### src/include/rtc_irq_consts.svh
/*
 * Register offsets, bit positions, reset values and timing figures
 * for the interrupt output logic. Assumes a 100 MHz core clock.
 */
`ifndef RTC_IRQ_CONSTS_SVH
`define RTC_IRQ_CONSTS_SVH

`define OFS_EVENT_FLAGS     8'h00
`define OFS_IRQ_PIN_CONTROL 8'h06

// event_flags bit positions
`define BIT_WDOG_FLAG   7
`define BIT_ALARM_FLAG  6
`define BIT_PFAIL_FLAG  5
`define BIT_OSC_STOP    4
`define BIT_BKUP_FAIL   3
`define BIT_CAL_TEST    2
`define BIT_WRITE_EN    1
`define BIT_READ_LATCH  0

// irq_pin_control bit positions
`define BIT_WDOG_IE     7
`define BIT_ALARM_IE    6
`define BIT_PFAIL_IE    5
`define BIT_SQW_EN      4
`define BIT_HIGH_LOW    3
`define BIT_PULSE_LVL   2
`define BIT_RATE_HI     1
`define BIT_RATE_LO     0

`define RST_EVENT_FLAGS     8'h00
`define RST_IRQ_PIN_CONTROL 8'h08

// Timing: figures as printed, cycle counts derived from the clock
`define CORE_CLK_HZ     100000000
`define PULSE_MS        200
`define PULSE_CYCLES    (`PULSE_MS * (`CORE_CLK_HZ / 1000))
`define SQW_HZ_1        1
`define SQW_HZ_512      512
`define SQW_HZ_4096     4096
`define SQW_HZ_32768    32768
`define HALF_CYC(f)     (`CORE_CLK_HZ / (2 * (f)))

`endif

### src/include/rtc_irq_pkg.sv
/*
 * Types shared by the interrupt output logic.
 * Assumes nothing beyond a SystemVerilog compiler.
 */
package rtc_irq_pkg;

    typedef enum logic [1:0] {
        PULSE_IDLE = 2'b01,
        PULSE_BUSY = 2'b10
    } pulse_state_t;

    typedef enum logic [3:0] {
        PIN_OFF = 4'b0001,
        PIN_IRQ = 4'b0010,
        PIN_SQW = 4'b0100,
        PIN_CAL = 4'b1000
    } pin_src_t;

endpackage

### src/logic/rtc_interrupt_output_logic.sv
/*
 * Interrupt output logic of a real time clock: event flags, enables,
 * level or pulse drive of one interrupt pin, square wave and
 * calibration tone override. Assumes event inputs are one-cycle
 * pulses on the core clock and the backup indication comes from
 * another domain.
 */
// What this block does
// - Pin asserts only for flagged enabled source
// - Three sources, enables at 0x06, flags 0x00
// - Pulse mode drives pin about 200 ms
// - Level mode holds pin until flags read
// - No interrupts while on backup supply
// - Watchdog enable gates timeout onto pin
// - Alarm enable gates match onto pin
// - Power fail enable gates detection onto pin
// - Square wave enable overrides interrupts
// - Calibration test outputs 512 Hz, priority over all but backup
// - Polarity bit picks push-pull high or open-drain low
// - Rate bits select 1, 512, 4096, 32768 Hz
// - Flag read clears source flags, ends level drive
// - Flag read ends pulse early
// - Flags load zero at power-up, oscillator included
`timescale 1ns/10ps
`include "rtc_irq_consts.svh"

module rtc_interrupt_output_logic
    import rtc_irq_pkg::*;
#(
    parameter int CNT_W        = 26,
    parameter int PULSE_CYCLES = `PULSE_CYCLES,
    parameter int HALF_1       = `HALF_CYC(`SQW_HZ_1),
    parameter int HALF_512     = `HALF_CYC(`SQW_HZ_512),
    parameter int HALF_4096    = `HALF_CYC(`SQW_HZ_4096),
    parameter int HALF_32768   = `HALF_CYC(`SQW_HZ_32768)
) (
    input  wire logic       i_core_clk,
    input  wire logic       i_rst,
    input  wire logic [7:0] i_reg_addr,
    input  wire logic       i_reg_wr,
    input  wire logic       i_reg_rd,
    input  wire logic [7:0] i_reg_wdata,
    output logic      [7:0] o_reg_rdata,
    input  wire logic       i_wdog_timeout,
    input  wire logic       i_alarm_match,
    input  wire logic       i_power_fail,
    input  wire logic       i_osc_stopped,
    input  wire logic       i_backup_failed,
    input  wire logic       i_on_backup,
    output logic            o_int_out,
    output logic            o_int_oe
);

    logic [7:0]   event_flags;
    logic [2:0]   src_flags;
    logic [1:0]   mon_flags;
    logic [2:0]   ctl_bits;
    logic [7:0]   irq_pin_control;
    logic [1:0]   bk_sync;
    logic         on_backup;
    logic         flag_rd;
    logic         flag_wr;
    logic         ctrl_wr;
    logic [2:0]   src_events;
    logic [2:0]   src_enables;
    logic         irq_pending;
    logic         irq_pending_q;
    logic         pulse_start;
    logic         pulse_done;
    pulse_state_t pulse_state;
    pulse_state_t next_pulse_state;
    logic [CNT_W-1:0] pulse_cnt;
    logic         irq_active;
    pin_src_t     pin_src;
    pin_src_t     next_pin_src;
    logic [CNT_W-1:0] sqw_half;
    logic         wave;
    logic [1:0]   next_drive;

    // Pin level and enable for an asserted or deasserted source
    function automatic logic [1:0] drive_of(input logic act,
                                            input logic high);
        // {out, oe}
        if (high)
            drive_of = {act, 1'b1};
        else
            drive_of = {1'b0, act};
    endfunction

    // Backup indication is asynchronous to the core clock
    always_ff @(posedge i_core_clk) begin
        if (i_rst)
            bk_sync <= 2'b00;
        else
            bk_sync <= {bk_sync[0], i_on_backup};
    end
    assign on_backup = bk_sync[1];

    assign flag_rd = i_reg_rd && (i_reg_addr == `OFS_EVENT_FLAGS);
    assign flag_wr = i_reg_wr && (i_reg_addr == `OFS_EVENT_FLAGS);
    assign ctrl_wr = i_reg_wr && (i_reg_addr == `OFS_IRQ_PIN_CONTROL);

    assign src_events  = {i_wdog_timeout, i_alarm_match, i_power_fail};
    assign src_enables = irq_pin_control[`BIT_WDOG_IE:`BIT_PFAIL_IE];
    assign event_flags = {src_flags, mon_flags, ctl_bits};

    // Source flags: set wins over the clearing read
    always_ff @(posedge i_core_clk) begin
        if (i_rst) begin
            src_flags <= 3'(`RST_EVENT_FLAGS >> 5);
        end else begin
            for (int i = 0; i < 3; i++) begin
                if (src_events[i])
                    src_flags[i] <= 1'b1;
                else if (flag_rd)
                    src_flags[i] <= 1'b0;
            end
        end
    end

    // Oscillator and backup status follow their own monitors
    always_ff @(posedge i_core_clk) begin
        if (i_rst) begin
            mon_flags <= 2'b00;
        end else begin
            mon_flags <= {i_osc_stopped, i_backup_failed};
        end
    end

    // Test tone bit is guarded by the write enable bit
    always_ff @(posedge i_core_clk) begin
        if (i_rst) begin
            ctl_bits <= 3'(`RST_EVENT_FLAGS & 8'h07);
        end else if (flag_wr) begin
            if (ctl_bits[`BIT_WRITE_EN])
                ctl_bits[`BIT_CAL_TEST] <= i_reg_wdata[`BIT_CAL_TEST];
            ctl_bits[`BIT_WRITE_EN]   <= i_reg_wdata[`BIT_WRITE_EN];
            ctl_bits[`BIT_READ_LATCH] <= i_reg_wdata[`BIT_READ_LATCH];
        end
    end

    always_ff @(posedge i_core_clk) begin
        if (i_rst)
            irq_pin_control <= `RST_IRQ_PIN_CONTROL;
        else if (ctrl_wr)
            irq_pin_control <= i_reg_wdata;
    end

    // Read data shows the flags before the read clears them
    always_ff @(posedge i_core_clk) begin
        if (i_rst)
            o_reg_rdata <= 8'h00;
        else if (flag_rd)
            o_reg_rdata <= event_flags;
        else if (i_reg_rd && i_reg_addr == `OFS_IRQ_PIN_CONTROL)
            o_reg_rdata <= irq_pin_control;
        else if (i_reg_rd)
            o_reg_rdata <= 8'h00;
    end

    // Only flagged and enabled sources count, never on backup
    assign irq_pending = |(event_flags[7:5] & src_enables)
                         && !on_backup;

    always_ff @(posedge i_core_clk) begin
        if (i_rst)
            irq_pending_q <= 1'b0;
        else
            irq_pending_q <= irq_pending;
    end

    assign pulse_start = irq_pending && !irq_pending_q
                         && irq_pin_control[`BIT_PULSE_LVL];
    assign pulse_done  = pulse_cnt >= CNT_W'(PULSE_CYCLES - 1);

    always_comb begin
        next_pulse_state = pulse_state;
        unique case (pulse_state)
            PULSE_IDLE: begin
                if (pulse_start && !flag_rd)
                    next_pulse_state = PULSE_BUSY;
            end
            PULSE_BUSY: begin
                if (flag_rd || pulse_done || on_backup)
                    next_pulse_state = PULSE_IDLE;
            end
            default: next_pulse_state = PULSE_IDLE;
        endcase
    end

    always_ff @(posedge i_core_clk) begin
        if (i_rst)
            pulse_state <= PULSE_IDLE;
        else
            pulse_state <= next_pulse_state;
    end

    always_ff @(posedge i_core_clk) begin
        if (i_rst || pulse_state != PULSE_BUSY
            || next_pulse_state != PULSE_BUSY)
            pulse_cnt <= '0;
        else
            pulse_cnt <= pulse_cnt + 1'b1;
    end

    // Level mode follows the pending state until the flag read
    assign irq_active = irq_pin_control[`BIT_PULSE_LVL]
                        ? (pulse_state == PULSE_BUSY)
                        : irq_pending;

    always_comb begin
        unique case (irq_pin_control[`BIT_RATE_HI:`BIT_RATE_LO])
            2'b00: sqw_half = CNT_W'(HALF_1);
            2'b01: sqw_half = CNT_W'(HALF_512);
            2'b10: sqw_half = CNT_W'(HALF_4096);
            2'b11: sqw_half = CNT_W'(HALF_32768);
        endcase
        if (event_flags[`BIT_CAL_TEST])
            sqw_half = CNT_W'(HALF_512);
    end

    square_wave_gen #(
        .CNT_W (CNT_W)
    ) u_wave (
        .i_core_clk (i_core_clk),
        .i_rst      (i_rst),
        .i_run      (next_pin_src == PIN_SQW || next_pin_src == PIN_CAL),
        .i_half     (sqw_half),
        .o_wave     (wave)
    );

    // Source priority: backup release, test tone, square wave, interrupts, released
    always_comb begin
        if (on_backup)
            next_pin_src = PIN_OFF;
        else if (event_flags[`BIT_CAL_TEST])
            next_pin_src = PIN_CAL;
        else if (irq_pin_control[`BIT_SQW_EN])
            next_pin_src = PIN_SQW;
        else if (|src_enables)
            next_pin_src = PIN_IRQ;
        else
            next_pin_src = PIN_OFF;
    end

    always_ff @(posedge i_core_clk) begin
        if (i_rst)
            pin_src <= PIN_OFF;
        else
            pin_src <= next_pin_src;
    end

    always_comb begin
        unique case (pin_src)
            PIN_CAL, PIN_SQW:
                next_drive = drive_of(wave,
                                      irq_pin_control[`BIT_HIGH_LOW]);
            PIN_IRQ:
                next_drive = drive_of(irq_active,
                                      irq_pin_control[`BIT_HIGH_LOW]);
            default:
                next_drive = 2'b00;
        endcase
    end

    // Push-pull drive needs main power, so backup releases the pin
    always_ff @(posedge i_core_clk) begin
        if (i_rst) begin
            o_int_out <= 1'b0;
            o_int_oe  <= 1'b0;
        end else begin
            o_int_out <= next_drive[1] && !on_backup;
            o_int_oe  <= next_drive[0] && !on_backup;
        end
    end

    flag_set_a: assert property (
        @(posedge i_core_clk) disable iff (i_rst)
        i_wdog_timeout |=> event_flags[`BIT_WDOG_FLAG])
        else $error("watchdog flag not set");
    pulse_bound_a: assert property (
        @(posedge i_core_clk) disable iff (i_rst)
        pulse_state == PULSE_BUSY && pulse_done && !flag_rd
        |=> pulse_state == PULSE_IDLE && pulse_cnt == '0)
        else $error("pulse outlived its length");
    // First synchroniser stage tells whether backup arrives next cycle
    level_hold_a: assert property (
        @(posedge i_core_clk) disable iff (i_rst)
        !irq_pin_control[`BIT_PULSE_LVL] && irq_pending && !flag_rd
        && !ctrl_wr && !bk_sync[0] |=> irq_active)
        else $error("level interrupt dropped without read");
    backup_quiet_a: assert property (
        @(posedge i_core_clk) disable iff (i_rst)
        on_backup ##1 on_backup |-> !o_int_oe && !irq_pending)
        else $error("pin driven on backup supply");
    enable_gate_a: assert property (
        @(posedge i_core_clk) disable iff (i_rst)
        pin_src == PIN_IRQ && pulse_state != PULSE_BUSY && !ctrl_wr
        && (event_flags[7:5] & src_enables) == 3'b000
        |=> !(o_int_oe && o_int_out == irq_pin_control[`BIT_HIGH_LOW]))
        else $error("interrupt without enabled flag");
    read_clear_a: assert property (
        @(posedge i_core_clk) disable iff (i_rst)
        flag_rd && src_events == 3'b000 |=> event_flags[7:5] == 3'b000)
        else $error("flag read did not clear flags");
    pulse_abort_a: assert property (
        @(posedge i_core_clk) disable iff (i_rst)
        pulse_state == PULSE_BUSY && flag_rd |=> pulse_state == PULSE_IDLE)
        else $error("flag read did not end pulse");
    cal_first_a: assert property (
        @(posedge i_core_clk) disable iff (i_rst)
        event_flags[`BIT_CAL_TEST] && !on_backup |=> pin_src == PIN_CAL)
        else $error("test tone lost priority");
    released_a: assert property (
        @(posedge i_core_clk) disable iff (i_rst)
        (!event_flags[`BIT_CAL_TEST] && !irq_pin_control[`BIT_SQW_EN]
         && src_enables == 3'b000)[*3] |-> !o_int_oe)
        else $error("pin driven with nothing enabled");
    reset_flags_a: assert property (
        @(posedge i_core_clk)
        i_rst |=> event_flags[7:5] == 3'b000)
        else $error("flags not cleared by reset");

    pulse_full_c: cover property (
        @(posedge i_core_clk) disable iff (i_rst)
        pulse_state == PULSE_BUSY && pulse_done);
    pulse_cut_c: cover property (
        @(posedge i_core_clk) disable iff (i_rst)
        pulse_state == PULSE_BUSY && flag_rd);
    square_c: cover property (
        @(posedge i_core_clk) disable iff (i_rst)
        pin_src == PIN_SQW && $rose(wave));
    level_c: cover property (
        @(posedge i_core_clk) disable iff (i_rst)
        $rose(irq_pending) && !irq_pin_control[`BIT_PULSE_LVL]);

endmodule

### src/logic/square_wave_gen.sv
/*
 * Free running square wave from the core clock with a run-time
 * half period. Assumes i_half stays at least 1.
 */
`timescale 1ns/10ps

module square_wave_gen #(
    parameter int CNT_W = 26
) (
    input  wire logic             i_core_clk,
    input  wire logic             i_rst,
    input  wire logic             i_run,
    input  wire logic [CNT_W-1:0] i_half,
    output logic                  o_wave
);

    logic [CNT_W-1:0] count;

    // Stopped generator restarts from a clean low phase
    always_ff @(posedge i_core_clk) begin
        if (i_rst || !i_run) begin
            count  <= '0;
            o_wave <= 1'b0;
        end else if (count >= i_half - 1'b1) begin
            count  <= '0;
            o_wave <= ~o_wave;
        end else begin
            count  <= count + 1'b1;
        end
    end

endmodule

### config.mk
export PLATFORM = sky130hd
export DESIGN_NAME = rtc_interrupt_output_logic
export DESIGN_NICKNAME = d
export VERILOG_FILES = /design/src/include/rtc_irq_pkg.sv /design/src/logic/rtc_interrupt_output_logic.sv /design/src/logic/square_wave_gen.sv
export VERILOG_INCLUDE_DIRS = /design/src /design/src/include
export SDC_FILE = /design/constraint.sdc
export NUM_CORES = 1
export LEC_CHECK = 0
export BUFFER_PORTS_ARGS = -buffer_cell sky130_fd_sc_hd__buf_2
export CELL_PAD_IN_SITES_DETAIL_PLACEMENT = 2
export CELL_PAD_IN_SITES_GLOBAL_PLACEMENT = 2
export CORE_MARGIN = 8
export CORE_UTILIZATION = 35
export DETAILED_ROUTE_END_ITERATION = 12
export PLACE_DENSITY_LB_ADDON = 0.2
export SETUP_SLACK_MARGIN = 0.02
export SYNTH_ARGS = -nofsm -noshare
export SYNTH_HDL_FRONTEND = slang
export SYNTH_SLANG_ARGS = --single-unit
### constraint.sdc
create_clock -name i_core_clk -period 4.3 [get_ports i_core_clk]
set_input_delay 0.43 -clock i_core_clk [delete_from_list [all_inputs] [get_ports i_core_clk]]
set_output_delay 0.43 -clock i_core_clk [all_outputs]
set_load 0.05 [all_outputs]
Word-level counts from Yosys, hierarchy flattened
Index checks and enable logic that the tools add are counted.
- flip-flop bits (word level): 88
- output and inout bits: 10
- word-level logic and storage cells: 88
- add/subtract/negate cells: 3
- order comparisons: 2
- equal/unequal tests: 13
- multiplexer cells: 20
- bitwise logic cells: 2
- reductions and logical operators: 31
- operator list (operator ; count):
    26-bit one-hot mux with 4 select lines ; 1
    26-bit by 1-bit adder with 26-bit output (second input constant) ; 2
    26-bit by 25-bit >= comparator with 1-bit output (second input constant) ; 1
    26-bit >= comparator ; 1
    26-bit two-way mux ; 1
    26-bit by 1-bit subtractor with 26-bit output (second input constant) ; 1
    8-bit two-way mux ; 3
    1-bit logical AND ; 10
    2-bit two-way mux ; 5
    4-bit by 3-bit == test with 1-bit output (second input constant) ; 2
    4-bit == test (second input constant) ; 2
    8-bit by 3-bit == test with 1-bit output (second input constant) ; 1
    8-bit logical NOT ; 1
    4-bit two-way mux ; 2
    2-bit one-hot mux with 2 select lines ; 2
    2-bit == test (second input constant) ; 3
    1-bit logical OR ; 6
    2-bit nonzero test ; 3
    3-bit OR reduction ; 2
    1-bit two-way mux ; 5
    2-bit by 1-bit == test with 1-bit output (second input constant) ; 2
    4-bit by 2-bit == test with 1-bit output (second input constant) ; 1
    1-bit logical NOT ; 4
    2-bit inequality test (second input constant) ; 2
    other kinds (7) ; 8

Longest topological paths before layout
- word-level depth: 10
- depth in mapped cells: 15
- depth with buffers taken out: 14

Modules after synthesis
A second synthesis with hierarchy kept.
- cell total of the unflattened synthesis: 556
- area total of the unflattened synthesis: 4872.2 um^2
- by module, submodules not included (module ; instances ; cells an instance ; area each (um^2)):
    rtc_interrupt_output_logic ; 1 ; 300 ; 2751.4
    square_wave_gen ; 1 ; 256 ; 2120.8

Worst setup path before layout
Ideal clock, no wire load.
- path kind: flip-flop to flip-flop
- start point: register irq_pin_control[1]
- end point: register u_wave.count[10]
- setup time: 0.065 ns
- data arrival time: 3.167 ns
- data required time: 4.235 ns
- setup slack: 1.068 ns
- stages on the path, launching flop included: 14
- path buffers: 1
- path through: dfxtp_1 inv_1 ha_1 or3_1 or3_1 a21oi_1 ha_1 a21o_1 a21o_1 a221oi_1 o211a_1 nand3b_1 clkbuf_1 nor2_1
- word-level cells in the longest chain between the ends: 6
- RTL lines (what ; line ; RTL):
    from (decl) ; rtc_interrupt_output_logic.sv:58 ; logic [7:0] irq_pin_control;
    from (signal assigned) ; rtc_interrupt_output_logic.sv:144 ; irq_pin_control <= `RST_IRQ_PIN_CONTROL;
    from (signal assigned) ; rtc_interrupt_output_logic.sv:146 ; irq_pin_control <= i_reg_wdata;
    2-bit == test (tied with other cells) ; rtc_interrupt_output_logic.sv:212 ; unique case (irq_pin_control[`BIT_RATE_HI:`BIT_RATE_LO])
    26-bit one-hot mux with 4 select lines * ; rtc_interrupt_output_logic.sv:212 ;
    26-bit two-way mux * ; rtc_interrupt_output_logic.sv:218 ; if (event_flags[`BIT_CAL_TEST])
    26-bit by 1-bit subtractor with 26-bit output * ; square_wave_gen.sv:24 ; end else if (count >= i_half - 1'b1) begin
    26-bit >= comparator * ; square_wave_gen.sv:24 ;
    2-bit OR reduction (no source line) * ; - ;
    to (signal assigned) ; square_wave_gen.sv:28 ; count <= count + 1'b1;
    to (decl) ; square_wave_gen.sv:17 ; logic [CNT_W-1:0] count;
Every way passes the cells marked *; elsewhere a longest branch is shown, timed or not. The select of a mux whose other input is x is not followed.
A chain may end at the register's enable or synchronous reset.

Worst setup path after layout
- start point: register irq_pin_control[1]
- end point: register u_wave.count[21]
Same word-level chain as after synthesis.

==> run_results.csv <==
group,metric,value,unit
sta,maxClockFrequency,270,MHz
placed_design,globalplace.congestion,0.745,
synthesis,netlist_instances,527,
synthesis,avgSynthCellArea,8.69,um^2
synthesis,synth_enable_flop_cells,0,
route,routed_wl,11800,um
route,total_met2_wirelength_after_detailed_routing,5810,um
run_status,outcome,"completed",
sta,worst_pin_slew,0.758,ns
synthesis,yosys_cell_types,48,
global_route,grt_usage,0.149,
synthesis,mappedNetlistArea,4580,um^2
route,highest_layer,"met4",
synthesis,synth_largest_area_cell,"dfxtp_1",
sta,timing.max_slew.rel_slack,0.490,
sta,setup_viol_count_final,0,
worst_setup_path,cell_by_cell_trace_of_the_critical_path,"inv_1 -> ha_1 -> or3_1 -> or3_1 -> a21oi_1 -> ha_1 -> a21o_1 -> a21o_1 -> a221oi_1 -> o211a_1 -> nand3b_1 -> buf_4 -> nor2_1",
layout,layout_common_cells,"dfxtp_1 (88), nor2_1 (82), nand2_1 (37)",
floorplanning,die-height,130,um
clock_network,worstSkewPairLatency,0.34,ns
power_and_ir_drop,power.leakage,2.09,nW
route,vias,3809,
synthesis,async_reset_ff_frac,0,
sta,post-route-period-util,0.861,
clock_network,clkTransAtPathRegs,0.06,ns
synthesis,yosysWarningCount,0,
floorplanning,num_rows,42,
worst_setup_path,worstPathRequired,4.57,ns
floorplanning,die-area,17000,um^2
synthesis,ys_seq_elements,88,
sta,totalNegativeSetupSlack,0,ns
route,post_drt_via_cell_ratio,5.13,
floorplanning,standard_cell_core_area,13000,um^2
synthesis,ys_top_cells_by_area,"dfxtp_1 (38%), ha_1 (9.8%), nor2_1 (6.7%), xor2_1 (5.9%), xnor2_1 (4.6%)",
clock_network,cts.sinks,88,
route,ant_nets,0,
global_route,grt_start_max_net_pins,32,
sta,period_minus_slack,3.70,ns
worst_setup_path,worst_setup_path_start_kind,"flop",
clock_network,cts-hold-fix-buffers,0,
worst_setup_path,cpLargestDelayFamily,"compound AO/OA/AOI/OAI gates",
synthesis,synth-seq-area-share,0.385,
flow_run,max-cap-violations,0,
layout,multiInputGateArea,2650,um^2
sta,worst_slack,0.598,ns
layout,layout_commonest_cell,"dfxtp_1",
global_route,gr_ovfl_total,0,
layout,post_route_cells_drive_above_1_share,0.134,
worst_setup_path,arrival,3.97,ns
layout,nets,623,
worst_setup_path,crit_path_max_fanout,22,
placed_design,io_buffer_count,35,
power_and_ir_drop,power,1.68,mW
layout,seqCellArea,1760,um^2
route,length_of_routed_met3_wiring,245,um
floorplanning,die_width,130,um
floorplanning,initial_core_util,0.351,
floorplanning,ioPinCount,36,
placed_design,detailed_place_hpwl,9010,um
layout,flow.area_growth_from_synthesis,13.4,%
worst_setup_path,path_buf_inv,2,
worst_setup_path,cp_slowest_stage_delay,0.51,ns
global_route,initial_antenna_violation_count,0,
global_route,grt_pass1_vias,4203,
synthesis,dominantRegCellSynth,"dfxtp_1",
clock_network,clockRootBuffer,"clkbuf_16",
layout,n_fill_cell,1506,
worst_setup_path,path_class,"reg2reg",
sta,timing.final.max_slew_violations,0,
route,routedWlPerCell,15.9,um
global_route,grt_first_pass_wirelength,20200,um
clock_network,cts_resized,0,
clock_network,clockBufferDepth,2,
min_path,path_type_of_the_worst_min_delay_path,"in2reg",
placed_design,worst_setup_timing_slack_at_the_placement_stage,0.566,ns
power_and_ir_drop,power-per-cell-area,323,nW/um^2
clock_network,cts_buffers,9,
route,drt_first_iter_violations,107,
sta,number_of_hold_violations_in_the_final_report,0,
clock_network,cts_tree,"built",
sta,fin_skew,0.00689,ns
route,detailedRoute.firstPassIterationCount,5,
sta,grt_setup_unrepaired,"no",
synthesis,synth_top_area_frac,0.385,
route,route.layer.met1.wl,5540,um
route,drc_errors,0,
clock_network,htree_num_levels,3,
worst_setup_path,slowest_stage,"dfxtp_1",
layout,insertedDiodeCount,0,
clock_network,post-cts-setup-buffers,0,
worst_setup_path,timing.critical_path.to_type,"flop",
power_and_ir_drop,peakVddDrop,141,uV
==> tightest hold or removal path, cell delays in order <==
cell and delay (ns):
buf_2 0.07, a21oi_1 0.03, nor2_1 0.06
==> cell usage after synthesis (2+ instances only) <==
cell,n
dfxtp_1,88
nor2_1,82
nand2_1,37
ha_1,36
xor2_1,31
nand3_1,24
xnor2_1,24
inv_1,21
a21oi_1,20
nor2_2,19
nand4_1,15
nor3_1,13
clkbuf_1,12
and3_1,11
o21ai_0,11
a21o_1,8
mux2i_1,8
a222oi_1,7
and2_1,6
nor2b_1,5
and4_1,4
nor4b_1,4
a221oi_1,3
nand2b_1,3
nand3b_1,3
nor4_1,3
o21a_1,3
or4_1,3
buf_12,2
conb_1,2
or3_1,2
==> cell type report <==
| cell class | instances | share of cell area |
|---|---|---|
| multi-input cells | 404 | 0.510 |
| flip-flops and latches | 88 | 0.339 |
| inverters | 21 | 0.0152 |
| clock buffers | 10 | 0.0441 |
| clock inverters | 6 | 0.0132 |
| repair buffers | 37 | 0.0366 |
| well taps | 176 | 0.0424 |
==> sequential cells by signal, indices dropped and copies added, names as in the netlist <==
name             cells
pin_src              4
o_int_out            1
irq_pending_q        1
u_wave.count        26
mon_flags            2
bk_sync              2
u_wave.o_wave        1
irq_pin_control      8
pulse_cnt           26
ctl_bits             3
o_reg_rdata          8
o_int_oe             1
src_flags            3
pulse_state          2
==> metrics by stage <==
| stage | cell area, um^2 | hold slack (ns) | utilization | instances |
|---|---|---|---|---|
| 2_1_floorplan | 4580 | 0.414 | - | 528 |
| 3_3_place_gp | 4900 | 0.435 | 0.376 | 726 |
| 3_5_place_dp | 4900 | 0.435 | 0.376 | 726 |
| 4_1_cts | 5200 | 0.278 | 0.399 | 742 |
| 5_1_grt | 5200 | 0.308 | 0.399 | 742 |
| 6_report | 5200 | 0.289 | 0.399 | 742 |
==> kinds of logic after synthesis <==
| kind of cell | after synthesis | share of synthesized area |
|---|---|---|
| and+or+nand+nor | 237 | 0.256 |
| buffers and inverters | 36 | 0.0382 |
| xor gates and xnor gates | 55 | 0.105 |
| muxes | 8 | 0.0175 |
| other | 2 | 0.00164 |
| DFF | 88 | 0.385 |
| adders and majority gates | 36 | 0.0983 |
| AOI/OAI and AO/OA | 65 | 0.0983 |
==> routing by layer <==
metal	vias up	track usage
li1	1893	-
met3	11	0.0231
met2	38	0.265
met4	0	0.0608
met5	-	0
met1	1867	0.177
==> power breakdown <==
| part | leakage [nW] | total, mW | switching [mW] | internal (mW) |
|---|---|---|---|---|
| registers | 0.711 | 0.829 | 0.00642 | 0.823 |
| clock network | 0.143 | 0.795 | 0.341 | 0.454 |
| logic | 1.24 | 0.0522 | 0.0311 | 0.0211 |
| total | 2.09 | 1.68 | 0.379 | 1.30 |
==> final timing paths <==
| path | from | end | slack (ns) | cells past startpoint |
|---|---|---|---|---|
| hold / removal | i_alarm_match | src_flags[1] | 0.29 | 3 |
| setup / recovery | irq_pin_control[1] | u_wave.count[21] | 0.60 | 13 |
| hold reg to reg | bk_sync[0] | bk_sync[1] | 0.45 | 1 |
| setup reg to reg | irq_pin_control[1] | u_wave.count[21] | 0.60 | 13 |
(Power assumes the default switching activity.)
